--- src/hw/irqmp_pkg.sv ---
package irqmp_pkg;

  // ==========================================================================
  // Register offsets (byte addresses on the 12-bit register port).
  // ==========================================================================
  localparam logic [11:0] OFS_MAIN_STATUS   = 12'h000;
  localparam logic [11:0] OFS_MAIN_UNMASKED = 12'h004;
  localparam logic [11:0] OFS_MAIN_EN_SET   = 12'h008;
  localparam logic [11:0] OFS_MAIN_EN_CLR   = 12'h00c;
  localparam logic [11:0] OFS_SOFT_REQ      = 12'h010;
  localparam logic [11:0] OFS_GRP_STATUS    = 12'h020;
  localparam logic [11:0] OFS_GRP_UNMASKED  = 12'h024;
  localparam logic [11:0] OFS_GRP_EN_SET    = 12'h028;
  localparam logic [11:0] OFS_GRP_EN_CLR    = 12'h02c;
  localparam logic [11:0] OFS_PRIO_BASE     = 12'h040;
  localparam logic [11:0] OFS_REQ_NUMBER    = 12'h050;
  localparam logic [11:0] OFS_THRESHOLD     = 12'h054;
  localparam logic [11:0] OFS_TRIG_MODE     = 12'h080;
  localparam logic [11:0] OFS_TRIG_POL      = 12'h084;
  localparam logic [11:0] OFS_EDGE_CLR      = 12'h088;
  localparam logic [11:0] OFS_GRP_TRIG_MODE = 12'h0a0;
  localparam logic [11:0] OFS_GRP_TRIG_POL  = 12'h0a4;
  localparam logic [11:0] OFS_GRP_EDGE_CLR  = 12'h0a8;

  // ==========================================================================
  // Field layout and sizes.
  // ==========================================================================
  localparam int          NUM_SRC       = 32;
  localparam int          NUM_GRP       = 8;
  localparam int          PRIO_W        = 2;
  localparam int          PRIO_NIBBLE   = 4;
  localparam int          PRIO_PER_REG  = 8;
  localparam int          SOFT_REQ_BIT  = 1;
  localparam int          THR_W         = 4;

  // ==========================================================================
  // Reset values and special codes.
  // ==========================================================================
  localparam logic [31:0] RST_MAIN_POL  = 32'hffff_ffff;
  localparam logic [7:0]  RST_GRP_POL   = 8'hff;
  localparam logic [3:0]  RST_THRESHOLD = 4'hf;
  localparam logic [3:0]  THR_NONE      = 4'hf;
  localparam logic [15:0] RST_REQ_NUM   = 16'hffff;
  localparam logic [7:0]  NONE_PENDING  = 8'hff;

endpackage

--- src/hw/irqmp_prio_mem.sv ---
`timescale 1ns/1ps

// Holds the 32 two-bit source priorities, packed eight per word.
module irqmp_prio_mem (
  input  wire logic        clk,
  input  wire logic        rst_n,
  input  wire logic        we,
  input  wire logic [1:0]  idx,
  input  wire logic [31:0] wdata,
  output logic      [63:0] fields
);

  // ==========================================================================
  // Storage.
  // ==========================================================================
  // Only the low two bits of each nibble are stored; the rest read as zero.
  always_ff @(posedge clk or negedge rst_n) begin
    if (!rst_n) begin
      fields <= 64'h0;
    end else if (we) begin
      for (int k = 0; k < irqmp_pkg::PRIO_PER_REG; k++) begin
        fields[idx*16 + k*2 +: 2] <= wdata[k*irqmp_pkg::PRIO_NIBBLE +: irqmp_pkg::PRIO_W];
      end
    end
  end

endmodule

--- src/hw/irqmp_ctrl.sv ---
`timescale 1ns/1ps

// ============================================================================
// ============================================================================
module irqmp_ctrl (
  input  wire logic        clk,
  input  wire logic        rst_n,
  input  wire logic [11:0] addr,
  input  wire logic [31:0] wdata,
  input  wire logic        wr,
  input  wire logic        rd,
  output logic      [31:0] rdata,
  input  wire logic [31:0] src_request_lines,
  input  wire logic [7:0]  group_request_inputs,
  output logic             core_irq
);

  // ==========================================================================
  // Helper functions.
  // ==========================================================================
  // True when a priority clears the threshold; 0xf sits below level zero.
  function automatic logic above_thr(input logic [1:0] p, input logic [3:0] t);
    if (t == irqmp_pkg::THR_NONE) begin
      return 1'b1;
    end
    return {2'b00, p} > t;
  endfunction

  // The four priority words sit on aligned offsets just above the priority base.
  function automatic logic prio_hit(input logic [11:0] a);
    return a[11:4] == irqmp_pkg::OFS_PRIO_BASE[11:4] && a[1:0] == 2'b00;
  endfunction

  // Highest priority pending source, lowest number wins a tie.
  function automatic logic [15:0] pick(input logic [31:0] pend, input logic [63:0] pf);
    logic [15:0] res;
    logic        found;
    logic [1:0]  best;
    res   = {irqmp_pkg::NONE_PENDING, irqmp_pkg::NONE_PENDING};
    found = 1'b0;
    best  = 2'b00;
    // Walking downward with >= lets a lower number take over an equal level.
    for (int i = irqmp_pkg::NUM_SRC - 1; i >= 0; i--) begin
      if (pend[i] && (!found || pf[i*2 +: 2] >= best)) begin
        found = 1'b1;
        best  = pf[i*2 +: 2];
        res   = {6'h00, pf[i*2 +: 2], 8'(i)};
      end
    end
    return res;
  endfunction

  // Decodes which offsets answer a read with data.
  function automatic logic mapped(input logic [11:0] a);
    case (a)
      irqmp_pkg::OFS_MAIN_STATUS, irqmp_pkg::OFS_MAIN_UNMASKED, irqmp_pkg::OFS_MAIN_EN_SET,
      irqmp_pkg::OFS_GRP_STATUS, irqmp_pkg::OFS_GRP_UNMASKED, irqmp_pkg::OFS_GRP_EN_SET,
      irqmp_pkg::OFS_REQ_NUMBER, irqmp_pkg::OFS_THRESHOLD, irqmp_pkg::OFS_TRIG_MODE,
      irqmp_pkg::OFS_TRIG_POL, irqmp_pkg::OFS_GRP_TRIG_MODE, irqmp_pkg::OFS_GRP_TRIG_POL: return 1'b1;
      default: return prio_hit(a);
    endcase
  endfunction

  // ==========================================================================
  // State.
  // ==========================================================================
  logic [31:0] en_q;
  logic [7:0]  gen_q;
  logic [31:0] mode_q;
  logic [31:0] pol_q;
  logic [7:0]  gmode_q;
  logic [7:0]  gpol_q;
  logic [31:0] lat_q;
  logic [31:0] lat_d;
  logic [7:0]  glat_q;
  logic [7:0]  glat_d;
  logic [31:0] prev_q;
  logic [7:0]  gprev_q;
  logic        soft_q;
  logic [3:0]  thr_q;
  logic [15:0] reqnum_q;
  logic [63:0] prio_f;

  // ==========================================================================
  // Write decode.
  // ==========================================================================
  logic wr_en_set;
  logic wr_en_clr;
  logic wr_gen_set;
  logic wr_gen_clr;
  logic wr_prio;
  logic [31:0] main_clr;
  logic [7:0]  grp_clr;

  assign wr_en_set  = wr && addr == irqmp_pkg::OFS_MAIN_EN_SET;
  assign wr_en_clr  = wr && addr == irqmp_pkg::OFS_MAIN_EN_CLR;
  assign wr_gen_set = wr && addr == irqmp_pkg::OFS_GRP_EN_SET;
  assign wr_gen_clr = wr && addr == irqmp_pkg::OFS_GRP_EN_CLR;
  assign wr_prio    = wr && prio_hit(addr);
  assign main_clr   = (wr && addr == irqmp_pkg::OFS_EDGE_CLR) ? wdata : 32'h0;
  assign grp_clr    = (wr && addr == irqmp_pkg::OFS_GRP_EDGE_CLR) ? wdata[7:0] : 8'h00;

  // ==========================================================================
  // Source sampling and status.
  // ==========================================================================
  logic [31:0] src;
  logic [31:0] act;
  logic [7:0]  gact;
  logic [31:0] unm;
  logic [7:0]  gunm;
  logic [31:0] msk;
  logic [7:0]  gmsk;

  // Software request is ORed onto source one; active level follows polarity.
  assign src  = src_request_lines | (32'(soft_q) << irqmp_pkg::SOFT_REQ_BIT);
  assign act  = ~(src ^ pol_q);
  assign gact = ~(group_request_inputs ^ gpol_q);
  // Level mode shows the live source, edge mode shows the latch.
  assign unm  = (mode_q & lat_q) | (~mode_q & act);
  assign gunm = (gmode_q & glat_q) | (~gmode_q & gact);
  // Masked views are pure gates, so they fall the moment unmasked bits do.
  assign msk  = unm & en_q;
  assign gmsk = gunm & gen_q;

  // Edge latch: an edge in the clearing cycle still sets, so none is lost.
  always_comb begin
    lat_d  = (lat_q & ~(main_clr & mode_q)) | (act & ~prev_q & mode_q);
    glat_d = (glat_q & ~(grp_clr & gmode_q)) | (gact & ~gprev_q & gmode_q);
  end

  // Previous active levels start high, so reset never fakes an edge.
  always_ff @(posedge clk or negedge rst_n) begin
    if (!rst_n) begin
      prev_q  <= 32'hffff_ffff;
      gprev_q <= 8'hff;
      lat_q   <= 32'h0;
      glat_q  <= 8'h00;
    end else begin
      prev_q  <= act;
      gprev_q <= gact;
      lat_q   <= lat_d;
      glat_q  <= glat_d;
    end
  end

  // ==========================================================================
  // Enables.
  // ==========================================================================
  // A simultaneous set and clear cannot happen: they live at different offsets.
  always_ff @(posedge clk or negedge rst_n) begin
    if (!rst_n) begin
      en_q  <= 32'h0;
      gen_q <= 8'h00;
    end else begin
      if (wr_en_set) begin
        en_q <= en_q | wdata;
      end else if (wr_en_clr) begin
        en_q <= en_q & ~wdata;
      end
      if (wr_gen_set) begin
        gen_q <= gen_q | wdata[7:0];
      end else if (wr_gen_clr) begin
        gen_q <= gen_q & ~wdata[7:0];
      end
    end
  end

  // ==========================================================================
  // Trigger configuration, software request and threshold.
  // ==========================================================================
  always_ff @(posedge clk or negedge rst_n) begin
    if (!rst_n) begin
      mode_q  <= 32'h0;
      pol_q   <= irqmp_pkg::RST_MAIN_POL;
      gmode_q <= 8'h00;
      gpol_q  <= irqmp_pkg::RST_GRP_POL;
      soft_q  <= 1'b0;
      thr_q   <= irqmp_pkg::RST_THRESHOLD;
    end else if (wr) begin
      case (addr)
        irqmp_pkg::OFS_TRIG_MODE:     mode_q  <= wdata;
        irqmp_pkg::OFS_TRIG_POL:      pol_q   <= wdata;
        irqmp_pkg::OFS_GRP_TRIG_MODE: gmode_q <= wdata[7:0];
        irqmp_pkg::OFS_GRP_TRIG_POL:  gpol_q  <= wdata[7:0];
        irqmp_pkg::OFS_SOFT_REQ:      soft_q  <= wdata[irqmp_pkg::SOFT_REQ_BIT];
        irqmp_pkg::OFS_THRESHOLD:     thr_q   <= wdata[3:0];
        default: begin
        end
      endcase
    end
  end

  // ==========================================================================
  // Priorities.
  // ==========================================================================
  irqmp_prio_mem u_prio (
    .clk    (clk),
    .rst_n  (rst_n),
    .we     (wr_prio),
    .idx    (addr[3:2]),
    .wdata  (wdata),
    .fields (prio_f)
  );

  // ==========================================================================
  // Arbitration and core request.
  // ==========================================================================
  logic [31:0] thr_pass;
  logic        irq_d;

  always_comb begin
    for (int i = 0; i < irqmp_pkg::NUM_SRC; i++) begin
      thr_pass[i] = msk[i] && above_thr(prio_f[i*2 +: 2], thr_q);
    end
    irq_d = (|thr_pass) || (|gmsk);
  end

  // Readout and request are registered, so they lag level sources by one clock and edge sources by two.
  always_ff @(posedge clk or negedge rst_n) begin
    if (!rst_n) begin
      reqnum_q <= irqmp_pkg::RST_REQ_NUM;
      core_irq <= 1'b0;
    end else begin
      reqnum_q <= pick(msk, prio_f);
      core_irq <= irq_d;
    end
  end

  // ==========================================================================
  // Read port.
  // ==========================================================================
  logic [31:0] rd_d;
  logic [31:0] prio_word;

  // Re-expand the selected priority word into nibble spacing.
  always_comb begin
    prio_word = 32'h0;
    for (int k = 0; k < irqmp_pkg::PRIO_PER_REG; k++) begin
      prio_word[k*irqmp_pkg::PRIO_NIBBLE +: irqmp_pkg::PRIO_W] = prio_f[addr[3:2]*16 + k*2 +: 2];
    end
  end

  // Write-only and unmapped offsets read as zero; reserved bits are zero.
  always_comb begin
    case (addr)
      irqmp_pkg::OFS_MAIN_STATUS:   rd_d = msk;
      irqmp_pkg::OFS_MAIN_UNMASKED: rd_d = unm;
      irqmp_pkg::OFS_MAIN_EN_SET:   rd_d = en_q;
      irqmp_pkg::OFS_GRP_STATUS:    rd_d = {24'h0, gmsk};
      irqmp_pkg::OFS_GRP_UNMASKED:  rd_d = {24'h0, gunm};
      irqmp_pkg::OFS_GRP_EN_SET:    rd_d = {24'h0, gen_q};
      irqmp_pkg::OFS_REQ_NUMBER:    rd_d = {16'h0, reqnum_q};
      irqmp_pkg::OFS_THRESHOLD:     rd_d = {28'h0, thr_q};
      irqmp_pkg::OFS_TRIG_MODE:     rd_d = mode_q;
      irqmp_pkg::OFS_TRIG_POL:      rd_d = pol_q;
      irqmp_pkg::OFS_GRP_TRIG_MODE: rd_d = {24'h0, gmode_q};
      irqmp_pkg::OFS_GRP_TRIG_POL:  rd_d = {24'h0, gpol_q};
      default:                      rd_d = prio_hit(addr) ? prio_word : 32'h0;
    endcase
  end

  // Data stand for exactly the cycle after the strobe, zero otherwise.
  always_ff @(posedge clk or negedge rst_n) begin
    if (!rst_n) begin
      rdata <= 32'h0;
    end else begin
      rdata <= rd ? rd_d : 32'h0;
    end
  end
endmodule

--- config.mk ---
export PLATFORM = sky130hd
export DESIGN_NAME = irqmp_ctrl
export DESIGN_NICKNAME = d
export VERILOG_FILES = /design/src/hw/irqmp_pkg.sv /design/src/hw/irqmp_prio_mem.sv /design/src/hw/irqmp_ctrl.sv
export SDC_FILE = /design/constraint.sdc
export NUM_CORES = 1
export LEC_CHECK = 0
export ABC_CLOCK_PERIOD_IN_PS = 52700
export BUFFER_PORTS_ARGS = -buffer_cell sky130_fd_sc_hd__buf_4
export CAP_MARGIN = 20
export CORE_ASPECT_RATIO = 1.1
export CORE_MARGIN = 1.5
export CORE_UTILIZATION = 25
export DETAILED_ROUTE_END_ITERATION = 10
export SYNTH_ARGS = -nofsm -noshare
export SYNTH_HDL_FRONTEND = slang
export SYNTH_SLANG_ARGS = --single-unit
--- constraint.sdc ---
create_clock -name clk -period 52.7 [get_ports clk]
set_clock_uncertainty 0.05 [all_clocks]
set_input_delay 10.54 -clock clk [delete_from_list [all_inputs] [get_ports clk]]
set_output_delay 10.54 -clock clk [all_outputs]
set_load 0.1 [all_outputs]
==> results.py <==
metrics = {
    "run_status": {
        "status": "complete, no violations",
    },
    "cells_and_area": {
        "final_core_util_pct": 29.9,
        "fillers": 8508,
        "area_delta_synth_final_pct": 18.5,
        "drive_gt1_share_pct": 22.2,
        "fin_nets": 2511,
        "final_cell_area_mm2": 0.0239,
    },
    "critical_path": {
        "endpoint_kind": "flip-flop",
        "r2r_start": "pol_q[31]",
        "arrival_ns": 50.41,
        "rrSetupSlack_ns": 12.30,
        "r2r-end": "reqnum_q[9]",
        "cp-start-kind": "input port",
        "path_class": "input port to flip-flop",
        "cpMostUsedCell": "ha_1",
        "crit_path_top_delay_cell": "a2111oi_4",
        "critPathRequiredTime_ns": 53.13,
        "r2r_cells": 207,
        "cpPeakStageDelay_ns": 0.49,
        "crit_path_max_fanout": 9,
    },
    "floorplan": {
        "core_area_mm2": 0.0802,
        "fp.dieW_um": 274,
        "die_height_um": 301,
        "rows": 109,
        "pin_count": 121,
        "dieArea_mm2": 0.0826,
        "start_util_pct": 25.2,
    },
    "global_routing": {
        "gr-usage-met3_pct": 2.25,
        "grt.busiest_layer": "met2",
        "grtUsageTotal_pct": 17.6,
        "grt_max_degree": 149,
        "antenna_found_initial": 1,
        "grt_pass1_wl_um": 111000,
        "grt_overflow": 0,
        "use_met1_pct": 21.3,
        "grt_pass1_vias": 17344,
        "met2_usage_pct": 30.4,
    },
    "synthesis": {
        "syn_avg_cell_area_um2": 9.17,
        "synth_cell_types": 101,
        "syn-cell-area_mm2": 0.0202,
        "synth_top_area_cell": "dfrtp_1",
        "syn_nets": 2399,
        "yosys-top-cells-area": "dfrtp_1, dfstp_2, ha_1, nand2_1, mux2_2",
        "async_flop_share_pct": 100,
        "ys.flop_type": "dfrtp_1",
        "synth-warning-count": 0,
        "syn_inst": 2205,
        "synth_edf_count": 0,
        "ys_seq_area_share_pct": 38.9,
        "synthDominantCellAreaShare_pct": 27.0,
        "ys_ff_latch": 310,
    },
    "place": {
        "placed_cell_area_mm2": 0.0224,
        "gp_congestion": 0.970,
        "port_buffers": 120,
        "place_ws_ns": -0.0111,
        "hpwl_um": 54300,
    },
    "sta": {
        "worstMarginPinSlew_ns": 1.17,
        "fmax_mhz": 20.0,
        "hold_viol": 0,
        "setup_violations": 0,
        "relSlewSlack_pct": 21.6,
        "maxSlewViolCount": 0,
        "fin_crit_ns": 49.98,
        "timing.final.ws_setup_ns": 2.72,
        "finalCritPeriodShare_pct": 94.8,
    },
    "hold_path": {
        "min_to": "lat_q[26]",
        "hp-start": "lat_q[26]",
        "min_path_cells": 1,
        "min_path_type": "flip-flop to flip-flop",
    },
    "routing": {
        "drc": 0,
        "ant_nets": 0,
        "dr.pass1.iters": 7,
        "vias": 18079,
        "viasPerCell": 5.32,
        "wirelength_um": 74000,
        "drt_iter0_drc": 1477,
        "wl_per_cell_um": 21.8,
    },
    "cts": {
        "clockBufferDepth": 3,
        "clock-sinks": 310,
        "cts-buffers-inserted": 36,
        "clk_pin_slew_ns": 0.06,
        "clk_latency_ns": 0.56,
        "cts_tree": "built",
        "clk_root_buffer_cell": "clkbuf_16",
        "cts_hold_buf": 0,
        "cts.htree.levels": 2,
    },
    "pwr": {
        "ir_worst_vdd_mv": 0.0249,
        "p_per_area_mw_per_mm2": 22.8,
        "p_leak_nw": 10.0,
    },
    "job": {
        "cap_violations": 0,
    },
}
[synth_stat cells, types with 20 or more instances]
library cell / count
a21oi_1: 139
dfrtp_1: 218
a21o_1: 21
nand3_1: 64
o211ai_1: 20
a211oi_1: 32
and2_1: 24
ha_1: 106
a22oi_1: 28
inv_1: 135
mux2_2: 89
a32o_1: 35
a22o_1: 45
nand2_1: 287
nand2b_1: 55
dfstp_2: 92
nor2_1: 121
and3_1: 24
nor3_1: 20
a31oi_1: 31
xnor2_1: 20
nor2b_1: 42
o21ai_0: 173
clkbuf_1: 80
[worst max-delay path, delay by kind of cell]
| family | cells | cell delay, ns |
|---|---|---|
| simple gates | 77 | 11.38 |
| buf+inv | 4 | 0.55 |
| fa+ha+maj | 32 | 8.52 |
| xor+xnor | 1 | 0.25 |
| compound gates | 88 | 17.49 |
| mux | 5 | 1.65 |
[per-layer routing]
| layer | up-vias | wire, µm |
|---|---|---|
| li1 | 8358 | - |
| met5 | - | 0 |
| met2 | 660 | 36300 |
| met3 | 176 | 3920 |
| met1 | 8885 | 29800 |
| met4 | 0 | 4030 |
[cell families (layout without fill, tap and decap cells)]
group           count (synthesis)  count (layout)  share of synthesized area [%]
other cells                     0               1                              0
simple gates                  701             701                           16.4
buf+inv                       229             367                           4.30
compound gates                699             699                           24.5
mux                           119             119                           7.46
fa+ha+maj                     107             107                           6.61
xor+xnor                       40              40                           1.77
flops                         310             310                           38.9
[power by group]
part / total [mW] / switching, mW / internal, mW
clock network: 0.267 / 0.107 / 0.160
registers: 0.245 / 0.00188 / 0.243
logic: 0.0351 / 0.0226 / 0.0125
total: 0.547 / 0.131 / 0.416
[worst max-delay path by stage]
stage / end / from / slack, ns
after floorplan: reqnum_q[9] / src_request_lines[31] / 3.40
after global placement: reqnum_q[9] / src_request_lines[31] / 0.67
after detailed placement: reqnum_q[9] / src_request_lines[31] / -0.01
after CTS: reqnum_q[9] / src_request_lines[31] / 0.40
after global routing: reqnum_q[9] / src_request_lines[31] / -0.07
final: reqnum_q[9] / src_request_lines[31] / 2.72
[stage by stage]
stage | cells | hold slack [ns] | TNS, ns | power (mW)
6_report | 3398 | 0.436 | 0 | 0.547
4_1_cts | 3385 | 0.438 | 0 | 0.552
3_5_place_dp | 3321 | 0.425 | -0.0111 | 0.284
3_3_place_gp | 3321 | 0.418 | 0 | 0.284
5_1_grt | 3398 | 0.457 | -0.113 | 0.565
2_1_floorplan | 2205 | 0.407 | 0 | 0.265
[repair_timing]
| action | CTS | global route |
|---|---|---|
| gates resized for setup | 0 | 44 |
| endpoints found under the setup margin | 0 | 7 |
| buffers inserted | 0 | 11 |
[final cells by class]
| class | count | area, µm² | area share (%) |
|---|---|---|---|
| Clock inverter | 16 | 228 | 0.951 |
| Timing Repair Buffer | 168 | 1280 | 5.35 |
| Inverter | 135 | 507 | 2.12 |
| Tap cell | 1054 | 1320 | 5.51 |
| Antenna cell | 1 | 2.50 | 0.0105 |
| Clock buffer | 48 | 1010 | 4.21 |
| Multi-Input combinational cell | 1666 | 11700 | 49.0 |
| Sequential cell | 310 | 7870 | 32.9 |
[cells in the final DEF (no fill, tap or decap), types with 18 or more instances in the layout]
cell type and count:
a211oi_1 29, a21o_1 21, a21oi_1 135, a222oi_1 19
a22o_1 45, a22oi_1 27, a31oi_1 29, a32o_1 35
and2_1 24, and3_1 24, buf_4 166, clkbuf_16 37
dfrtp_1 218, dfstp_2 92, ha_1 106, inv_1 135
mux2_2 89, nand2_1 285, nand2b_1 55, nand3_1 64
nor2_1 114, nor2b_1 40, nor3_1 18, o211ai_1 20
o21ai_0 169, xnor2_1 19, xor2_1 19
(Power assumes the default switching activity.)
